## src/scm_pkg.sv

```systemverilog
// scm_pkg: constants for the shared address memory register bank.
// assumes a 32-bit avalon-mm slave with word-indexed registers.
package scm_pkg;

  // sizes of the bank
  localparam int ENTRY_COUNT = 32;
  localparam int PORT_COUNT = 13;
  localparam int ADDR_BYTES = 6;
  localparam int BUS_AW = 7;
  localparam int IDX_W = 5;

  // register indices; byte address is four times the index
  localparam logic [4:0] IDX_PAGE = 5'h00;
  localparam logic [4:0] IDX_ENTRY = 5'h01;
  localparam logic [4:0] IDX_WINDOW = 5'h02;
  localparam logic [4:0] IDX_MASK_LO = 5'h03;
  localparam logic [4:0] IDX_MASK_HI = 5'h04;
  localparam logic [4:0] IDX_CTRL = 5'h05;
  localparam logic [4:0] IDX_VALID1 = 5'h16;
  localparam logic [4:0] IDX_VALID2 = 5'h17;
  localparam logic [4:0] IDX_VALID3 = 5'h18;
  localparam logic [4:0] IDX_VALID4 = 5'h19;

  // pages that open the shared entries
  localparam logic [3:0] PAGE_FIRST = 4'h9;
  localparam logic [3:0] PAGE_LAST = 4'hF;
  localparam logic [3:0] PAGE_VALID = 4'h9;

  // field positions
  localparam int MASK_HI_PTR_LSB = 5;
  localparam int CTRL_SEC_BIT = 0;

  // values after reset
  localparam logic [3:0] PAGE_RST = 4'h0;
  localparam logic [4:0] ENTRY_RST = 5'h00;
  localparam logic [2:0] PTR_RST = 3'h0;
  localparam logic [12:0] MASK_RST = 13'h0000;
  localparam logic [31:0] VALID_RST = 32'h0000_0000;
  localparam logic [31:0] WORD_ZERO = 32'h0000_0000;

endpackage

```

## src/scm_addr_store.sv

```systemverilog
// scm_addr_store: 48-bit address per entry behind a byte window.
// assumes access is a one-cycle commit strobe from the bus slave.
`timescale 1ns/100ps
module scm_addr_store #(
  parameter int ENTRIES = 32,
  parameter int BYTES = 6
) (
  // clock and reset
  input wire logic clk_sys,
  input wire logic rst_n,
  // window access
  input wire logic [$clog2(ENTRIES)-1:0] sel,
  input wire logic access,
  input wire logic wr,
  input wire logic [7:0] wdata,
  // state of the selected entry
  output logic [7:0] rdata,
  output logic [2:0] ptr
);

  localparam logic [2:0] PTR_LAST = 3'(BYTES - 1);
  localparam int SELW = $clog2(ENTRIES);

  logic [BYTES-1:0][7:0] addr_reg [ENTRIES];
  logic [2:0] ptr_reg [ENTRIES];

  // pointer is three bits wide, so at most eight bytes
  if (BYTES < 1 || BYTES > 8 || ENTRIES < 2)
  begin : g_bad
    $error("scm_addr_store: unsupported size");
  end

  // one pointer and one byte array per entry
  for (genvar i = 0; i < ENTRIES; i++)
  begin : g_ent
    wire hit = access && (sel == SELW'(i));
    wire [2:0] ptr_next = (ptr_reg[i] == PTR_LAST) ? scm_pkg::PTR_RST
                        : ptr_reg[i] + 3'h1;
    always_ff @(posedge clk_sys or negedge rst_n)
    begin
      if (!rst_n)
      begin
        ptr_reg[i] <= scm_pkg::PTR_RST;
        addr_reg[i] <= '0;
      end
      else if (hit)
      begin
        ptr_reg[i] <= ptr_next; // [RQ9]
        if (wr)
          addr_reg[i][ptr_reg[i]] <= wdata; // [RQ3] [RQ11]
      end
    end
  end

  // the window shows the byte the pointer selects
  assign ptr = ptr_reg[sel];
  assign rdata = addr_reg[sel][ptr_reg[sel]]; // [RQ2]

endmodule

```

## src/scm_mask_store.sv

```systemverilog
// scm_mask_store: port membership mask for every shared entry.
// assumes write strobes are one-cycle commits with byte lane 0 valid.
`timescale 1ns/100ps
module scm_mask_store #(
  parameter int ENTRIES = 32,
  parameter int PORTS = 13
) (
  // clock and reset
  input wire logic clk_sys,
  input wire logic rst_n,
  // write side
  input wire logic [$clog2(ENTRIES)-1:0] sel,
  input wire logic wr_lo,
  input wire logic wr_hi,
  input wire logic [7:0] wdata,
  // read side
  output logic [7:0] lo_byte,
  output logic [PORTS-9:0] hi_bits
);

  localparam int SELW = $clog2(ENTRIES);

  logic [PORTS-1:0] mask_reg [ENTRIES];

  // high byte keeps three bits for the pointer
  if (PORTS < 9 || PORTS > 13)
  begin : g_bad
    $error("scm_mask_store: unsupported port count");
  end

  // each entry keeps its own mask, any subset of ports
  for (genvar i = 0; i < ENTRIES; i++)
  begin : g_ent
    wire hit = (sel == SELW'(i));
    always_ff @(posedge clk_sys or negedge rst_n)
    begin
      if (!rst_n)
        mask_reg[i] <= scm_pkg::MASK_RST[PORTS-1:0];
      else if (hit && wr_lo)
        mask_reg[i][7:0] <= wdata; // [RQ6]
      else if (hit && wr_hi)
        mask_reg[i][PORTS-1:8] <= wdata[PORTS-9:0]; // [RQ7]
    end
  end

  assign lo_byte = mask_reg[sel][7:0];
  assign hi_bits = mask_reg[sel][PORTS-1:8];

endmodule

```

## src/scm_bank.sv

```systemverilog
// scm_bank: register bank of the shared address memory and masks.
// assumes an avalon-mm master with waitrequest on clk_sys; the
// comparison engine outside reads entry_compare_enable.
//
// Functional notes
// [RQ1] entries reachable only through pages 9h to fh
// [RQ2] six byte accesses load or fetch one address
// [RQ3] ascending bytes, first 7:0, sixth 47:40
// [RQ4] one membership mask per entry, 32 total
// [RQ5] entries and ports map many to many
// [RQ6] low mask byte bits flag ports one-eight
// [RQ7] high mask bits 0-4 flag ports nine-thirteen
// [RQ8] high mask bits 5-7 read-only byte pointer
// [RQ9] pointer advances per access, wraps after sixth
// [RQ10] only valid entries enabled once security starts
// [RQ11] second access carries address bits 15:8
`timescale 1ns/100ps
module scm_bank #(
  parameter int ENTRIES = scm_pkg::ENTRY_COUNT,
  parameter int PORTS = scm_pkg::PORT_COUNT
) (
  // clock and reset
  input wire logic clk_sys,
  input wire logic rst_n,
  // avalon-mm slave
  input wire logic [scm_pkg::BUS_AW-1:0] avs_address,
  input wire logic avs_read,
  input wire logic avs_write,
  input wire logic [31:0] avs_writedata,
  input wire logic [3:0] avs_byteenable,
  output logic [31:0] avs_readdata,
  output logic avs_waitrequest,
  // towards the comparison engine
  output logic security_active,
  output logic [ENTRIES-1:0] entry_compare_enable
);

  localparam int SW = $clog2(ENTRIES);

  // validity lives in four byte registers
  if (ENTRIES != 32 || PORTS != 13)
  begin : g_bad
    $error("scm_bank: bank is laid out for 32 entries, 13 ports");
  end

  // handshake and output registers
  logic wait_reg;
  logic wait_next;
  logic [31:0] rdata_reg;
  logic [31:0] rdata_next;
  logic sec_out_reg;
  logic [ENTRIES-1:0] cmp_en_reg;
  logic [ENTRIES-1:0] cmp_en_next;

  // software state
  logic [3:0] page_reg;
  logic [SW-1:0] entry_reg;
  logic sec_reg;
  logic [ENTRIES-1:0] valid_reg;

  // request decode
  wire req = avs_read || avs_write;
  wire [scm_pkg::IDX_W-1:0] idx = avs_address[6:2];
  wire aligned = (avs_address[1:0] == 2'h0);
  wire lane0 = avs_byteenable[0];
  wire commit = req && !wait_reg;
  wire wr_commit = commit && avs_write && lane0;

  // page gating of the shared entry registers
  wire in_pages = (page_reg >= scm_pkg::PAGE_FIRST)
               && (page_reg <= scm_pkg::PAGE_LAST); // [RQ1]
  wire on_valid_page = (page_reg == scm_pkg::PAGE_VALID);

  // register hits
  wire hit_page = aligned && (idx == scm_pkg::IDX_PAGE);
  wire hit_ctrl = aligned && (idx == scm_pkg::IDX_CTRL);
  wire hit_entry = aligned && in_pages
                && (idx == scm_pkg::IDX_ENTRY); // [RQ1]
  wire hit_win = aligned && in_pages
              && (idx == scm_pkg::IDX_WINDOW); // [RQ1]
  wire hit_mlo = aligned && in_pages
              && (idx == scm_pkg::IDX_MASK_LO); // [RQ1]
  wire hit_mhi = aligned && in_pages
              && (idx == scm_pkg::IDX_MASK_HI); // [RQ1]
  wire hit_v1 = aligned && on_valid_page
             && (idx == scm_pkg::IDX_VALID1);
  wire hit_v2 = aligned && on_valid_page
             && (idx == scm_pkg::IDX_VALID2);
  wire hit_v3 = aligned && on_valid_page
             && (idx == scm_pkg::IDX_VALID3);
  wire hit_v4 = aligned && on_valid_page
             && (idx == scm_pkg::IDX_VALID4);

  // window accesses move the pointer on reads and on writes with byte lane 0 enabled
  wire win_access = commit && hit_win
                 && (avs_read || lane0); // [RQ9]
  wire win_wr = commit && hit_win && avs_write && lane0;

  // per-entry state from the two stores
  wire [7:0] win_byte;
  wire [2:0] win_ptr;
  wire [7:0] mask_lo;
  wire [PORTS-9:0] mask_hi;

  // high mask byte: pointer above the five port flags
  wire [7:0] mask_hi_word = {win_ptr, mask_hi}; // [RQ8]

  scm_addr_store #(
    .ENTRIES(ENTRIES),
    .BYTES(scm_pkg::ADDR_BYTES)
  ) u_addr (
    .clk_sys(clk_sys),
    .rst_n(rst_n),
    .sel(entry_reg),
    .access(win_access),
    .wr(win_wr),
    .wdata(avs_writedata[7:0]),
    .rdata(win_byte),
    .ptr(win_ptr)
  );

  // mask writes never touch the pointer field
  scm_mask_store #(
    .ENTRIES(ENTRIES),
    .PORTS(PORTS)
  ) u_mask (
    .clk_sys(clk_sys),
    .rst_n(rst_n),
    .sel(entry_reg),
    .wr_lo(wr_commit && hit_mlo), // [RQ4] [RQ5]
    .wr_hi(wr_commit && hit_mhi), // [RQ8]
    .wdata(avs_writedata[7:0]),
    .lo_byte(mask_lo),
    .hi_bits(mask_hi)
  );

  // read multiplexer; unmapped or off-page indices read as zero
  always_comb
  begin
    rdata_next = scm_pkg::WORD_ZERO;
    if (hit_page)
      rdata_next[3:0] = page_reg;
    else if (hit_ctrl)
      rdata_next[scm_pkg::CTRL_SEC_BIT] = sec_reg;
    else if (hit_entry)
      rdata_next[SW-1:0] = entry_reg;
    else if (hit_win)
      rdata_next[7:0] = win_byte; // [RQ2]
    else if (hit_mlo)
      rdata_next[7:0] = mask_lo; // [RQ6]
    else if (hit_mhi)
      rdata_next[7:0] = mask_hi_word; // [RQ7] [RQ8]
    else if (hit_v1)
      rdata_next[7:0] = valid_reg[7:0];
    else if (hit_v2)
      rdata_next[7:0] = valid_reg[15:8];
    else if (hit_v3)
      rdata_next[7:0] = valid_reg[23:16];
    else if (hit_v4)
      rdata_next[7:0] = valid_reg[31:24];
  end

  // waitrequest drops for exactly one cycle per request
  assign wait_next = !(req && wait_reg);

  // read data is captured the edge before it is sampled, so the
  // window byte shown is the one addressed before the pointer moves
  always_ff @(posedge clk_sys or negedge rst_n)
  begin
    if (!rst_n)
    begin
      wait_reg <= 1'b1;
      rdata_reg <= scm_pkg::WORD_ZERO;
    end
    else
    begin
      wait_reg <= wait_next;
      if (req && wait_reg && avs_read)
        rdata_reg <= rdata_next;
    end
  end

  // page select is global, so software can always leave a page
  always_ff @(posedge clk_sys or negedge rst_n)
  begin
    if (!rst_n)
      page_reg <= scm_pkg::PAGE_RST;
    else if (wr_commit && hit_page)
      page_reg <= avs_writedata[3:0];
  end

  // entry select picks which address and mask the window reaches
  always_ff @(posedge clk_sys or negedge rst_n)
  begin
    if (!rst_n)
      entry_reg <= scm_pkg::ENTRY_RST[SW-1:0];
    else if (wr_commit && hit_entry)
      entry_reg <= avs_writedata[SW-1:0]; // [RQ1]
  end

  // security start bit
  always_ff @(posedge clk_sys or negedge rst_n)
  begin
    if (!rst_n)
      sec_reg <= 1'b0;
    else if (wr_commit && hit_ctrl)
      sec_reg <= avs_writedata[scm_pkg::CTRL_SEC_BIT];
  end

  // validity flags, one byte per register
  always_ff @(posedge clk_sys or negedge rst_n)
  begin
    if (!rst_n)
      valid_reg <= scm_pkg::VALID_RST[ENTRIES-1:0];
    else if (wr_commit && hit_v1)
      valid_reg[7:0] <= avs_writedata[7:0];
    else if (wr_commit && hit_v2)
      valid_reg[15:8] <= avs_writedata[7:0];
    else if (wr_commit && hit_v3)
      valid_reg[23:16] <= avs_writedata[7:0];
    else if (wr_commit && hit_v4)
      valid_reg[31:24] <= avs_writedata[7:0];
  end

  // invalid entries stay out of comparison even while running
  assign cmp_en_next = sec_reg ? valid_reg
                     : scm_pkg::VALID_RST[ENTRIES-1:0]; // [RQ10]

  // registered outputs towards the comparison engine
  always_ff @(posedge clk_sys or negedge rst_n)
  begin
    if (!rst_n)
    begin
      sec_out_reg <= 1'b0;
      cmp_en_reg <= scm_pkg::VALID_RST[ENTRIES-1:0];
    end
    else
    begin
      sec_out_reg <= sec_reg;
      cmp_en_reg <= cmp_en_next; // [RQ10]
    end
  end

  assign avs_waitrequest = wait_reg;
  assign avs_readdata = rdata_reg;
  assign security_active = sec_out_reg;
  assign entry_compare_enable = cmp_en_reg;

endmodule

```

## config.mk

```make
export PLATFORM = sky130hd
export DESIGN_NAME = scm_bank
export DESIGN_NICKNAME = d
export VERILOG_FILES = /design/src/scm_pkg.sv /design/src/scm_addr_store.sv /design/src/scm_mask_store.sv /design/src/scm_bank.sv
export SDC_FILE = /design/constraint.sdc
export NUM_CORES = 2
export LEC_CHECK = 0
export BUFFER_PORTS_ARGS = -buffer_cell sky130_fd_sc_hd__buf_4
export CAP_MARGIN = 40
export CORE_UTILIZATION = 34
export DETAILED_ROUTE_END_ITERATION = 8
export PLACE_DENSITY = 0.52
export RECOVER_POWER = 25
export SYNTH_ARGS = -nofsm -noshare
export SYNTH_HDL_FRONTEND = slang
export SYNTH_HIERARCHICAL = 1
export SYNTH_SLANG_ARGS = --single-unit
```

## constraint.sdc

```tcl
create_clock -name clk_sys -period 10.8 [get_ports clk_sys]
set_input_delay 2.16 -clock clk_sys [delete_from_list [all_inputs] [get_ports clk_sys]]
set_output_delay 2.16 -clock clk_sys [all_outputs]
set_load 0.02 [all_outputs]
```

==> flow_summary.ini <==
[status]
status = complete, but fails checks
violations = max-capacitance violations, max-slew violations

[cts]
numClockSinks = 2132
htree_num_levels = 4
cts_hold_buf = 0
cts_inserted_buffers = 237
clk_pin_slew_ns = 0.05
root_buffer = clkbuf_16
clockBufferDepth = 4
insertion_delay_ns = 0.91
cts_setup_buffers = 0
cts_resized = 0
cts_tree = done

[global_routing]
grt_max_degree = 182
first_global_vias = 61500
grt_first_pass_wirelength_um = 434000
antenna_found_initial = 11
grt_util_met3_pct = 3.03
gr-total-overflow = 0
grt_util_all_layers_pct = 19.7
grt_util_met2_pct = 30.8
grt_busiest_layer = met2
met1_usage_pct = 28.6

[final_layout]
area_growth_pct = 13.4
final_util_pct = 38.8
final_common_cell = dfrtp_1
largest_reg_flops = 1536
mostFrequentLayoutCells = dfrtp_1 (2126), mux2_2 (1979), mux4_2 (437)
drive_gt1_share_pct = 46.0
final_nets = 6785

[drt]
drtPass1Iterations = 7
drc_errors = 0
num_vias = 59100
antenna_left = 0
dr.first_iter.drc_count = 4334
wirelength_um = 291000
vias_per_cell = 5.45
wl_per_cell_um = 26.9

[timing]
fmax_mhz = 158
final_max_slew_viol_count = 479
setup_viol = 0
worstMarginPinSlew_ns = 3.75
skew_ns = 0.101
min_period_ns = 6.34
fin_crit_sh_pct = 58.7
hold_viol = 0
tns_ns = 0
rsz0062_at_grt = no
relSlewSlack_pct = -150

[flow_run]
cap_viol_max_count = 9

[die]
die_y_um = 544
initial_core_util_pct = 34.2
ios = 113
die_area_um2 = 295000
num_rows = 198
core_um2 = 291000
die_w_um = 544

[yosys]
yosysTopAreaCellShare_pct = 53.5
synthAdderAreaFrac_pct = 0
synth_compound_area_share_pct = 2.78
ys_warn_count = 6
synth.distinct_cells = 86
yosys.area_share.simple_pct = 5.00
synthCells = 6769
synthXorXnorAreaFrac_pct = 0.290
syn_avg_cell_area_um2 = 14.7
muxShareOfSynthArea_pct = 35.7
post_synth_main_area_contributors = dfrtp_1 (53%), mux2_2 (22%), mux4_2 (9.9%)
synth_ff_type = dfrtp_1
async_flop_share_pct = 100
synth_area_leader_cell = dfrtp_1
yosysSeqAreaShare_pct = 53.5
synth_edf_count = 0
synth_top_family_by_area = multiplexers
synth_seq_cells = 2132
synth.cell_area_um2 = 99700

[critical_path]
required_ns = 10.95
path_delay_family = buffers and inverters
end_kind = async pin
slowest_stage = clkbuf_1
worst-path-buf-inv = 4
crit_chain = buf_16 -> buf_12 -> clkbuf_1 -> clkbuf_1
path_max_fanout = 131
critPathMostFrequentCell = clkbuf_1
crit_type = primary input to async pin
arrival_ns = 6.49
worstSetupStartpointType = primary input
cpPeakStageDelay_ns = 2.48

[hold_path]
hp-class = register to register

[power]
leakage_nw = 53.3
p_per_area_nw_per_um2 = 149
irDropWorstVdd_mv = 0.138

[placed_design]
dpl.hpwl_um = 189000
placement.io_buffers = 61
place_congestion = 0.863
layout make-up:
cell class | instances | area (µm²)
well taps | 3900 | 4880
fillers | 27300 | 178000
diodes | 6 | 15.0
repair buffers | 260 | 2650
inverters | 23 | 91.3
clock buffers | 343 | 7060
flip-flops and latches | 2132 | 53400
clock inverters | 88 | 1130
multi-input cells | 4084 | 43800
through the flow:
stage          total power [mW]  setup slack, ns  hold slack, ns  cell area, µm²  std cells
2_1_floorplan              8.25             5.37           0.447           99800       6792
3_3_place_gp               8.49             4.16           0.462          104000      10300
3_5_place_dp               8.52             4.22           0.474          105000      10400
4_1_cts                    17.1             4.72           0.486          113000      10800
5_1_grt                    17.4             3.43           0.500          113000      10800
6_report                   16.8             4.46           0.479          113000      10800
worst paths after layout:
| check | slack (ns) | depth (start not counted) | start | to |
|---|---|---|---|---|
| max in group clk_sys | 4.61 | 12 | entry_reg[3]$_DFFE_PN0P_ | avs_readdata[7]$_DFFE_PN0P_ |
| min in group asynchronous | 1.26 | 1 | rst_n | u_addr/addr_reg[1528]$_DFFE_PN0P_ |
| worst max register to register | 4.61 | 12 | entry_reg[3]$_DFFE_PN0P_ | avs_readdata[7]$_DFFE_PN0P_ |
| worst min-delay path | 0.48 | 1 | u_mask/mask_reg[1]$_DFFE_PN0P_ | u_mask/mask_reg[1]$_DFFE_PN0P_ |
| worst max-delay path | 4.46 | 4 | rst_n | u_addr/addr_reg[147]$_DFFE_PN0P_ |
| worst min register to register | 0.48 | 1 | u_mask/mask_reg[1]$_DFFE_PN0P_ | u_mask/mask_reg[1]$_DFFE_PN0P_ |
power by group:
part / total, mW / internal, mW / switching, mW
Combinational: 0.360 / 0.0419 / 0.319
Clock: 8.47 / 5.09 / 3.38
Sequential: 7.99 / 7.99 / 0.00188
Total: 16.8 / 13.1 / 3.70
synth_stat cells (12+ instances only):
cell / number
buf_1: 23
a221oi_1: 29
nor2b_1: 38
and3_1: 16
nand3_1: 73
a21o_1: 14
xor2_1: 23
o211ai_1: 18
nor2_2: 24
nor3b_2: 13
nand2b_1: 14
dfrtp_1: 2131
nor3_2: 12
o22a_1: 17
a22oi_1: 44
nor2_1: 148
nand4b_1: 14
nor3_1: 52
a21oi_1: 60
nand4_1: 37
mux4_2: 437
clkbuf_1: 347
a211oi_1: 12
and2_1: 43
o221ai_1: 29
mux2_2: 1979
o21ai_0: 43
buf_2: 99
o22ai_1: 55
mux2_1: 82
buf_6: 19
inv_1: 19
buf_4: 63
nand2_1: 273
nand3b_1: 24
mux2i_1: 257
kinds of logic after synthesis:
family                    Yosys count
AOI/OAI and AO/OA                 389
xor gates and xnor gates           33
buffers and inverters             576
DFF                              2132
muxes                            2755
other                               1
and+or+nand+nor                   883
worst reg2reg max path: stages, from the launching register on:
cell	delay [ns]
dfrtp_4	0.74
buf_12	0.33
inv_6	0.69
buf_4	0.69
mux2_2	0.50
a221oi_1	0.75
a311oi_1	0.08
o21ai_0	0.69
nand3_1	0.41
nor2b_1	0.27
o22ai_1	0.52
a211oi_1	0.15
a211o_1	0.25
per-layer routing:
layer  share of wire [%]  up-vias
met5                   0        -
met1                  47    32400
met2                  46     1240
met4                 2.4        0
li1                    -    25100
met3                 5.0      368
Note: power is estimated with default switching activity, not from simulation.
